**src/oc_cfg.svh**
```systemverilog
`ifndef OC_CFG_SVH
`define OC_CFG_SVH

// command codes of the two response bytes
`define OC_REACT_CMD        8'h47
`define DIE_OT_CMD          8'hd6

// reset values
`define OC_REACT_RESET      8'h00
`define DIE_OT_RESET        8'hc0
`define RDATA_UNMAPPED      8'h00

// field layout of the response byte
`define OC_ACTION_HI        7
`define OC_ACTION_LO        6
`define OC_RETRY_HI         5
`define OC_RETRY_LO         3
`define OC_DELAY_HI         2
`define OC_DELAY_LO         0

// retry code that means restart without limit
`define OC_RETRY_FOREVER    3'h7

// timing: clock rate, delay unit and restart interval unit (used for the first unit of the restart interval only; later units reload the delay unit)
`define OC_CLK_HZ           10000000
`define OC_CYCLES_PER_MS    (`OC_CLK_HZ / 1000)
`define OC_DELAY_UNIT_MS    16
`define OC_RETRY_UNIT_MS    1
`define OC_UNIT_CNT_W       18
`define OC_UNITS_W          8

`endif

```
**src/oc_pkg.sv**
```systemverilog
package oc_pkg;

    // channel states of the overcurrent reaction
    typedef enum logic [2:0] {
        ST_OFF,
        ST_RUN,
        ST_LIMIT,
        ST_DEGLITCH,
        ST_LATCHED,
        ST_RETRY_WAIT
    } oc_state_t;

    // response action field values
    typedef enum logic [1:0] {
        ACT_CC_LIMIT  = 2'h0,
        ACT_UNSUPP    = 2'h1,
        ACT_TIMED     = 2'h2,
        ACT_SHUTDOWN  = 2'h3
    } oc_action_t;

endpackage

```
**src/oc_timer_if.sv**
```systemverilog
`timescale 1ns/1ps
`default_nettype none
`include "oc_cfg.svh"

interface oc_timer_if;
    logic                          start;
    logic [`OC_UNITS_W-1:0]        units;
    logic [`OC_UNIT_CNT_W-1:0]     unit_cycles;
    logic                          done;

    modport ctrl  (output start, output units, output unit_cycles, input done);
    modport timer (input start, input units, input unit_cycles, output done);
endinterface
`default_nettype wire

```
**src/oc_delay_timer.sv**
```systemverilog
`timescale 1ns/1ps
`default_nettype none
`include "oc_cfg.svh"

module oc_delay_timer (
    input  wire logic   mclk,
    input  wire logic   reset,
    oc_timer_if.timer   tif
);
    logic                      busy;
    logic                      next_busy;
    logic [`OC_UNIT_CNT_W-1:0] pre;
    logic [`OC_UNIT_CNT_W-1:0] next_pre;
    logic [`OC_UNITS_W-1:0]    left;
    logic [`OC_UNITS_W-1:0]    next_left;
    logic                      done;
    logic                      next_done;

    // counts units of unit_cycles; a new start restarts it
    always_comb begin
        next_busy = busy;
        next_pre  = pre;
        next_left = left;
        next_done = 1'b0;
        if (tif.start) begin
            next_busy = 1'b1;
            next_pre  = tif.unit_cycles - `OC_UNIT_CNT_W'(1);
            next_left = tif.units;
        end else if (busy) begin
            if (left == '0) begin
                next_done = 1'b1;
                next_busy = 1'b0;
            end else if (pre == '0) begin
                next_pre  = tif.unit_cycles - `OC_UNIT_CNT_W'(1);
                next_left = left - `OC_UNITS_W'(1);
            end else begin
                next_pre = pre - `OC_UNIT_CNT_W'(1);
            end
        end
    end

    // register the counters
    always_ff @(posedge mclk) begin
        if (reset) begin
            busy <= 1'b0;
            pre  <= '0;
            left <= '0;
            done <= 1'b0;
        end else begin
            busy <= next_busy;
            pre  <= next_pre;
            left <= next_left;
            done <= next_done;
        end
    end

    assign tif.done = done;
endmodule
`default_nettype wire

```
**src/overcurrent_fault_response.sv**
```systemverilog
`timescale 1ns/1ps
`default_nettype none
`include "oc_cfg.svh"

module overcurrent_fault_response
    import oc_pkg::*;
#(
    parameter int unsigned DELAY_UNIT_CYCLES = `OC_DELAY_UNIT_MS * `OC_CYCLES_PER_MS,
    parameter int unsigned RETRY_UNIT_CYCLES = `OC_RETRY_UNIT_MS * `OC_CYCLES_PER_MS
) (
    input  wire logic       mclk,
    input  wire logic       reset,
    input  wire logic       oc_detect,
    input  wire logic       channel_on_input,
    input  wire logic       operation_on,
    input  wire logic       clear_faults,
    input  wire logic       other_fault_shutdown,
    input  wire logic       alert_mask,
    input  wire logic [7:0] restart_interval_setting,
    input  wire logic       cmd_write,
    input  wire logic       cmd_read,
    input  wire logic [7:0] cmd_code,
    input  wire logic [7:0] cmd_wdata,
    output logic      [7:0] cmd_rdata,
    output logic            cmd_rvalid,
    output logic            output_enable,
    output logic            cc_limit_active,
    output logic            status_byte_oc,
    output logic            status_word_iout,
    output logic            status_iout_oc_fault,
    output logic            alert_out,
    output logic            alert_oe
);
    oc_timer_if tif ();

    logic       oc_meta;
    logic       oc_sync;
    logic       run_meta;
    logic       run_sync;
    logic       enabled;
    logic       prev_enabled;
    logic       on_edge;
    logic       oc_event;
    logic       fault;
    logic       next_fault;
    logic       alert_q;
    logic       next_alert;
    logic [7:0] oc_reaction;
    logic [7:0] next_oc_reaction;
    logic [7:0] next_rdata;
    oc_state_t  state;
    oc_state_t  next_state;
    oc_action_t action;
    logic [2:0] retry;
    logic [2:0] delay_units;
    logic       next_out_en;
    logic       next_cc;

    // field extraction of the response byte
    function automatic oc_action_t field_action(input logic [7:0] b);
        field_action = oc_action_t'(b[`OC_ACTION_HI:`OC_ACTION_LO]);
    endfunction

    assign action      = field_action(oc_reaction);
    assign retry       = oc_reaction[`OC_RETRY_HI:`OC_RETRY_LO];
    assign delay_units = oc_reaction[`OC_DELAY_HI:`OC_DELAY_LO];

    // two-stage synchronisers for the pins
    always_ff @(posedge mclk) begin
        if (reset) begin
            oc_meta  <= 1'b0;
            oc_sync  <= 1'b0;
            run_meta <= 1'b0;
            run_sync <= 1'b0;
        end else begin
            oc_meta  <= oc_detect;
            oc_sync  <= oc_meta;
            run_meta <= channel_on_input;
            run_sync <= run_meta;
        end
    end

    assign enabled  = run_sync & operation_on;
    assign on_edge  = enabled & ~prev_enabled;
    assign oc_event = enabled & (state == ST_RUN) & oc_sync;

    // sticky fault bit and alert; a new event wins over a clear
    always_comb begin
        next_fault = fault;
        if (clear_faults || on_edge) begin
            next_fault = 1'b0;
        end
        if (oc_event) begin
            next_fault = 1'b1;
        end
        next_alert = next_fault & ~alert_mask;
    end

    // register write and read answer
    always_comb begin
        next_oc_reaction = oc_reaction;
        if (cmd_write && cmd_code == `OC_REACT_CMD) begin
            next_oc_reaction = cmd_wdata;
        end
        case (cmd_code)
            `OC_REACT_CMD: next_rdata = oc_reaction;
            `DIE_OT_CMD:   next_rdata = `DIE_OT_RESET;
            default:       next_rdata = `RDATA_UNMAPPED;
        endcase
    end

    // channel reaction state machine
    always_comb begin
        next_state      = state;
        tif.start       = 1'b0;
        tif.units       = `OC_UNITS_W'(delay_units);
        tif.unit_cycles = `OC_UNIT_CNT_W'(DELAY_UNIT_CYCLES);
        if (!enabled) begin
            next_state = ST_OFF;
        end else if (other_fault_shutdown && state != ST_OFF) begin
            next_state = ST_LATCHED;
        end else begin
            case (state)
                ST_OFF: begin
                    next_state = ST_RUN;
                end
                ST_RUN: begin
                    if (oc_sync) begin
                        case (action)
                            ACT_CC_LIMIT: next_state = ST_LIMIT;
                            ACT_UNSUPP:   next_state = ST_LIMIT;
                            ACT_TIMED: begin
                                next_state = ST_DEGLITCH;
                                tif.start  = 1'b1;
                            end
                            default: begin
                                if (retry == `OC_RETRY_FOREVER) begin
                                    next_state = ST_RETRY_WAIT;
                                    tif.start  = 1'b1;
                                end else begin
                                    next_state = ST_LATCHED;
                                end
                            end
                        endcase
                    end
                end
                ST_LIMIT: begin
                    if (!oc_sync) begin
                        next_state = ST_RUN;
                    end
                end
                ST_DEGLITCH: begin
                    if (!oc_sync) begin
                        next_state = ST_RUN;
                    end else if (tif.done) begin
                        if (retry == `OC_RETRY_FOREVER) begin
                            next_state = ST_RETRY_WAIT;
                            tif.start  = 1'b1;
                        end else begin
                            next_state = ST_LATCHED;
                        end
                    end
                end
                ST_LATCHED: begin
                    next_state = ST_LATCHED;
                end
                ST_RETRY_WAIT: begin
                    if (tif.done) begin
                        next_state = ST_RUN;
                    end
                end
                default: begin
                    next_state = ST_OFF;
                end
            endcase
        end
        if (next_state == ST_RETRY_WAIT && state != ST_RETRY_WAIT) begin
            tif.units       = restart_interval_setting;
            tif.unit_cycles = `OC_UNIT_CNT_W'(RETRY_UNIT_CYCLES);
        end
        next_out_en = (next_state == ST_RUN) || (next_state == ST_LIMIT)
                   || (next_state == ST_DEGLITCH);
        next_cc     = (next_state == ST_LIMIT) || (next_state == ST_DEGLITCH);
    end

    // register all state
    always_ff @(posedge mclk) begin
        if (reset) begin
            state           <= ST_OFF;
            prev_enabled    <= 1'b0;
            fault           <= 1'b0;
            alert_q         <= 1'b0;
            oc_reaction     <= `OC_REACT_RESET;
            cmd_rdata       <= `RDATA_UNMAPPED;
            cmd_rvalid      <= 1'b0;
            output_enable   <= 1'b0;
            cc_limit_active <= 1'b0;
        end else begin
            state           <= next_state;
            prev_enabled    <= enabled;
            fault           <= next_fault;
            alert_q         <= next_alert;
            oc_reaction     <= next_oc_reaction;
            cmd_rdata       <= next_rdata;
            cmd_rvalid      <= cmd_read;
            output_enable   <= next_out_en;
            cc_limit_active <= next_cc;
        end
    end

    oc_delay_timer timer_u (
        .mclk  (mclk),
        .reset (reset),
        .tif   (tif.timer)
    );

    assign status_byte_oc       = fault;
    assign status_word_iout     = fault;
    assign status_iout_oc_fault = fault;
    assign alert_out            = 1'b0;
    assign alert_oe             = alert_q;
endmodule
`default_nettype wire

```
**config.mk**
```make
export PLATFORM = sky130hd
export DESIGN_NAME = overcurrent_fault_response
export DESIGN_NICKNAME = d
export VERILOG_FILES = /design/src/oc_pkg.sv /design/src/oc_timer_if.sv /design/src/oc_delay_timer.sv /design/src/overcurrent_fault_response.sv
export VERILOG_INCLUDE_DIRS = /design/src /design/src/src
export SDC_FILE = /design/constraint.sdc
export NUM_CORES = 1
export LEC_CHECK = 0
export BUFFER_PORTS_ARGS = -buffer_cell sky130_fd_sc_hd__buf_2
export CORE_MARGIN = 8
export CORE_UTILIZATION = 55
export CTS_CLUSTER_SIZE = 24
export DETAILED_ROUTE_END_ITERATION = 7
export PLACE_DENSITY = 0.91
export SYNTH_ARGS = -nofsm -noshare
export SYNTH_HDL_FRONTEND = slang
export SYNTH_SLANG_ARGS = --single-unit
```
**constraint.sdc**
```tcl
create_clock -name mclk -period 3.4 [get_ports mclk]
set_clock_uncertainty 0.15 [all_clocks]
set_input_delay 0.68 -clock mclk [delete_from_list [all_inputs] [get_ports mclk]]
set_output_delay 0.68 -clock mclk [all_outputs]
set_load 0.01 [all_outputs]
```
* Word level (Yosys, flattened, before mapping)
Index checks and enable logic that the tools add are counted.
Storage, ports and cells: register bits 57, input bits 34
Operators by class: add/subtract/negate cells 3, reductions and logical operators 18, bitwise operators 8, muxes and demuxes 35, equality and inequality tests 16
Operator list (number):
- two-way mux 18 bit | 5
- two-way mux 8 bit | 5
- subtractor 18 x 1 -> 18 bit, second input constant | 2
- two-way mux 3 bit | 7
- zero test 18 bit | 1
- case mux 3 bit (6 select lines) | 1
- case mux 8 bit (2 select lines) | 1
- two-way mux 1 bit | 13
- == test 3 x 2 -> 1 bit, second input constant | 4
- == test 3 bit, second input constant | 4
- == test 8 x 7 -> 1 bit, second input constant | 1
- == test 8 bit, second input constant | 1
- zero test 8 bit | 1
- subtractor 8 x 1 -> 8 bit, second input constant | 1
- == test 3 x 1 -> 1 bit, second input constant | 2
- case mux 3 bit (2 select lines) | 1
- AND 1 bit | 5
- logical OR 1 bit | 4
- case mux 1 bit (2 select lines) | 2
- nonzero test 2 bit | 2
- logical AND 1 bit | 3
- zero test 3 bit | 1
- != test 3 bit, second input constant | 1
- NOT 1 bit | 3
- other kinds (9) | 9

* Depth between registers and ports, before layout
depth after elaboration 15, gate-level depth with buffers 9, gate-level depth less buffers 8

* Cells and area by module
A second synthesis with hierarchy kept.
Second synthesis, totals: cells, all modules 404, area, all modules 3382.0 sq um
Modules (own cells, without submodules):
- oc_delay_timer | area an instance 2109.5 sq um, instances 1, cells an instance 276, sequential area each 560.5 sq um
- overcurrent_fault_response | area an instance 1272.5 sq um, instances 1, cells an instance 128, sequential area each 580.6 sq um

* Worst setup path before layout
OpenSTA, ideal clock, no wires.
path kind flip-flop to flip-flop, start register timer_u.pre[0], end register timer_u.left[3], arrival 2345 ps, path buffers 1, data required time 3170 ps, path slack 825 ps, stages on the path, launching flop included 10, cell sequence dfxtp_1 inv_1 ha_1 or4b_1 or2_1 clkbuf_1 or4_4 nand2_8 nor2_2 a211oi_2
Between the ends: longest elaborated chain between the ends 3
Ends and longest elaborated chain:
- start, declared | RTL line oc_delay_timer.sv:12 | logic [`OC_UNIT_CNT_W-1:0] pre;
- start signal, assigned | RTL line oc_delay_timer.sv:51 | pre <= next_pre;
- zero test 18 bit | RTL line oc_delay_timer.sv:33 | end else if (pre == '0) begin
- nonzero test 2 bit (no line)
- AND reduction 3 bit (no line)
- end signal, assigned | RTL line oc_delay_timer.sv:52 | left <= next_left;
- end, declared | RTL line oc_delay_timer.sv:14 | logic [`OC_UNITS_W-1:0] left;
No other way between the ends. A chain may end at the register's enable or synchronous reset.

* Worst setup path after layout
Ends and elaborated chain as after synthesis.

==> results <==
- The maximum number of pins on one net before global-route repair is 31.
- The basic-gate share of the synthesized area counting and, or, nand and nor cells is 0.2709.
- The count of standard-cell rows is 26.
- TritonCTS built the clock tree.
- Across the VDD grid, the largest voltage drop is between 0.0002 and 0.00025 V.
- Counting distinct cell types in the post-synthesis netlist gives 60.
- In the synthesized netlist, the number of instances is around 310.
- For the worst-skew pair, the clock arrives at the later sink with an insertion delay of roughly 0.34 ns.
- The largest driver fanout on the critical path is 10.
- Counting both buffers and inverters, the worst setup path holds a total of 1.
- The post-synth net total is roughly 350.
- Traced cell by cell, the critical path runs through inv_1, ha_1, or4b_1, or2_1, or4_4, nand2_8, nor2_2, a211oi_2.
- Setup repair after global routing left no endpoint under its margin.
- Of the total synthesized cell area, the portion taken by XOR and XNOR cells is 0.03792.
- In this run, post-CTS hold repair placed 0 buffers.
- The count of pins on the block boundary is 50.
- The pin slew with the least headroom to its limit is between 0.8 and 0.9 ns.
- The deepest level of the CTS H-tree is 3.
- Timing would allow up to ~0.37 GHz.
- At the end of routability-driven placement, the weighted congestion stood at roughly 0.85.
- Synthesis inferred between 50 and 60 register bits.
- The total setup buffers inserted after CTS is 0.
- The clock group share of total power is 0.433.
- The switching power of the nets is just over 0.3 mW.
- The first global-routing pass estimated ~11 mm of wire.
- The endpoint class of the critical path is a flip-flop.
- The flow ran to the end, and the final reports show no timing, DRC or antenna violations.
- Across all setup checks in the final design, the least slack found is around 0.66 ns.
- After detailed routing, the average wire length per cell comes to about 15 um.
- Internal power comes to roughly 0.95 mW.
- The normalized max-slew margin is 0.4545.
- Buffers placed on the I/O ports in this run total 48.
- The clock passes through at most 2 buffers.
- In the final design database the tool counted around 400 nets.
- The antenna cell count is 0.
- The combinational family with the most area after synthesis is simple AND/OR/NAND/NOR gates.
- A synthesized cell averages between 8 and 9 um2.
- The minimum clock period after layout is ~2.7 ns.
- Of the total synthesized cell area, the portion taken by full adders, half adders and majority gates is 0.01354.
- Of all flip-flops after synthesis, the portion carrying an async set or reset was 0.
- Summed over all cells, the static leakage comes to 1.316 nW.
- The required arrival time at the worst endpoint is 3.51 ns.
- The max-slew violation count is 0.
- Of the cells placed in the final design, the portion with a size suffix greater than 1 is 0.2418.
- For this design the ratio of total power to cell area is between 300 and 400 mW/mm2.
- The detailed router placed between 2000 and 3000 vias in this run.
- The final instance count without filler cells is roughly 430.
- Clock-pin slew was measured on the worst setup and hold paths at roughly 0.07 ns.
- The post-synthesis instance area is between 0.002 and 0.003 mm2.
- The count of flip-flops with a built-in enable after synthesis is 0.
- The die outline height is just under 90 um.
- The switching power share of the total is 0.2450.
- The via count of the first global-routing pass is about 2400.
- The kind of cell with the highest combined delay on the critical path is simple AND/OR/NAND/NOR gates.
- The classification of the worst-slack hold path is flip-flop to flip-flop.
- STA classifies the critical path startpoint as a flip-flop.
- The number of CTS-inserted buffers is 9.
- Compared with the post-synthesis result, the final layout area differs by 16.34%.
- The initial standard-cell utilization of the core is 0.5568.
- The sequential area share after synthesis is 0.4117.
- The mux share of post-synthesis cell area is 0.03612.
- Clock tree synthesis selected as its root buffer the cell clkbuf_8.
- The area of the core region is between 0.004 and 0.005 mm2.
- For this run, the total global-route usage over all layers was measured as 0.1873.
- Detailed placement ended at an HPWL of 4.766 mm.
- The pre-antenna-repair detailed-routing pass consisted of 5 iterations.
- The max capacitance violation total is 0.
- After detailed routing, the number of vias per cell comes to 5.899.
- The total number of clock tree sinks is 57.
- The share of total power dissipated in sequential elements is 0.533.
- The number of placed cells counting well taps is 418.
- The total die area is about 0.0076 mm2.
- The remaining global-route overflow is 0.
- For this block, the routed nets add up to roughly 6.7 mm of wire.
- The area fraction in compound gates after synthesis is 0.1896.
- The post-cts sizing count is 0.
- OpenSTA, run right after detailed placement, puts the worst setup slack at 0.7005 ns.
- The maximum single-stage delay on the critical path is about 0.57 ns.
- The share of total power dissipated in combinational logic is 0.034.
- The cell with the largest stage delay on the worst path is or4_4.
- Among all flip-flop cells after synthesis, the most frequent one is dfxtp_1.
- The final count of negative-setup-slack endpoints is 0.
- For this block, the initial DRC count from the detailed router was ~160.
- In the finished design, the share of the clock period the worst path needs comes to 0.8051.
- The data arrival time of the critical path is around 2.8 ns.
- The initial antenna violation count was 0.
- The total count of hold-check failures in the final report was 0.
- The category of the critical setup timing path is flip-flop to flip-flop.
- For this run, design rule violations remaining after detail routing come to 0.
- After routing, the total negative slack on setup checks comes to 0 ns.
- The floorplan step set the die width to 86.99 um.
- The count of synthesis-stage warnings from yosys is 0.
- Once detail routing completed, the nets flagged for antenna violations numbered 0.
==> cell usage in the layout, fill, tap and decap left out, drive strengths merged, types with 8 or more instances in the layout <==
| master | n |
|---|---|
| buf | 52 |
| clkbuf | 9 |
| dfxtp | 57 |
| mux2i | 10 |
| nor3 | 21 |
| nor2 | 31 |
| o21ai | 12 |
| a21oi | 25 |
| xnor2 | 9 |
| nand2 | 16 |
| and2 | 8 |
| nor2b | 9 |
==> synth_stat cells, drive strengths merged (2+ instances only) <==
master	number	area share
a2111oi	2	0.0063
a211oi	7	0.024
a21o	3	0.0081
a21oi	25	0.047
a221oi	3	0.0095
a311oi	3	0.0095
a31o	2	0.0063
a31oi	7	0.016
and2	8	0.018
and3	2	0.0045
buf	5	0.012
clkbuf	13	0.018
dfxtp	57	0.41
ha	3	0.014
inv	7	0.0095
mux2i	10	0.036
nand2	16	0.028
nand2b	5	0.014
nand3	5	0.0090
nand3b	5	0.014
nand4b	3	0.0095
nor2	31	0.044
nor2b	9	0.020
nor3	21	0.045
nor4	4	0.014
o21ai	12	0.022
o22ai	5	0.011
o31ai	2	0.0054
or2	2	0.0045
or3	4	0.0090
or4	6	0.019
xnor2	9	0.028
xor2	3	0.0095
==> cell type report <==
| class | instances | area, um2 |
|---|---|---|
| tap | 70 | 87.58 |
| sequential | 57 | 1141 |
| timing repair buffer | 52 | 270.3 |
| fill | 403 | 1753 |
| clock buffer | 9 | 123.9 |
| clock inverter | 7 | 47.55 |
| multi-input combinational | 232 | 1528 |
| inverter | 7 | 26.28 |
==> metal layers <==
| layer | part of all wire | up-vias | track usage |
|---|---|---|---|
| met5 | 0 | - | 0 |
| met4 | 0.024 | 0 | 0.08920 |
| met3 | 0.081 | 19 | 0.05283 |
| met2 | 0.50 | 124 | 0.3102 |
| met1 | 0.40 | 1179 | 0.2167 |
| li1 | - | 1238 | - |
==> cell families (layout without fill, tap and decap cells) <==
family | count (synthesis) | in the layout
buffers and inverters | 25 | 75
AO/OA/AOI/OAI | 79 | 79
adder cells (fa/ha/maj) | 3 | 3
AND/OR/NAND/NOR | 127 | 127
XOR/XNOR | 12 | 12
flip-flops | 57 | 57
other | 1 | 1
multiplexers | 10 | 10
==> path summary, 6_finish.rpt <==
kind | cells after the start | start | slack, ns | end
setup / recovery | 8 | timer_u.pre[0] | 0.66 | timer_u.left[3]
hold / removal | 1 | run_meta | 0.30 | run_sync
setup reg to reg | 8 | timer_u.pre[0] | 0.66 | timer_u.left[3]
hold reg to reg | 1 | run_meta | 0.30 | run_sync
==> per-stage QoR <==
stage | hold slack (ns) | power [mW] | utilization | cell area [um2]
after detailed placement | 0.2799 | 0.7302 | 0.6134 | 3053
after global routing | 0.3106 | 1.313 | 0.6478 | 3224
after global placement | 0.2723 | 0.7287 | 0.6134 | 3053
final | 0.2987 | 1.262 | 0.6478 | 3224
after CTS | 0.2950 | 1.273 | 0.6478 | 3224
after floorplan | 0.2638 | 0.7062 | - | 2771
==> power by group through the flow <==
stage	logic (mW)	clock network, mW	registers (mW)
floorplan	0.0184	0	0.688
global placement	0.0410	0	0.688
detailed placement	0.0424	0	0.688
CTS	0.0424	0.558	0.672
global route	0.0467	0.593	0.672
finish	0.0425	0.547	0.673
==> registers in the layout (all words and copies together) (netlist names), 3 cells and up <==
| signal | count |
|---|---|
| cmd_rdata | 8 |
| timer_u.pre | 18 |
| oc_reaction | 8 |
| state | 3 |
| timer_u.left | 8 |
(Power assumes the default switching activity.)
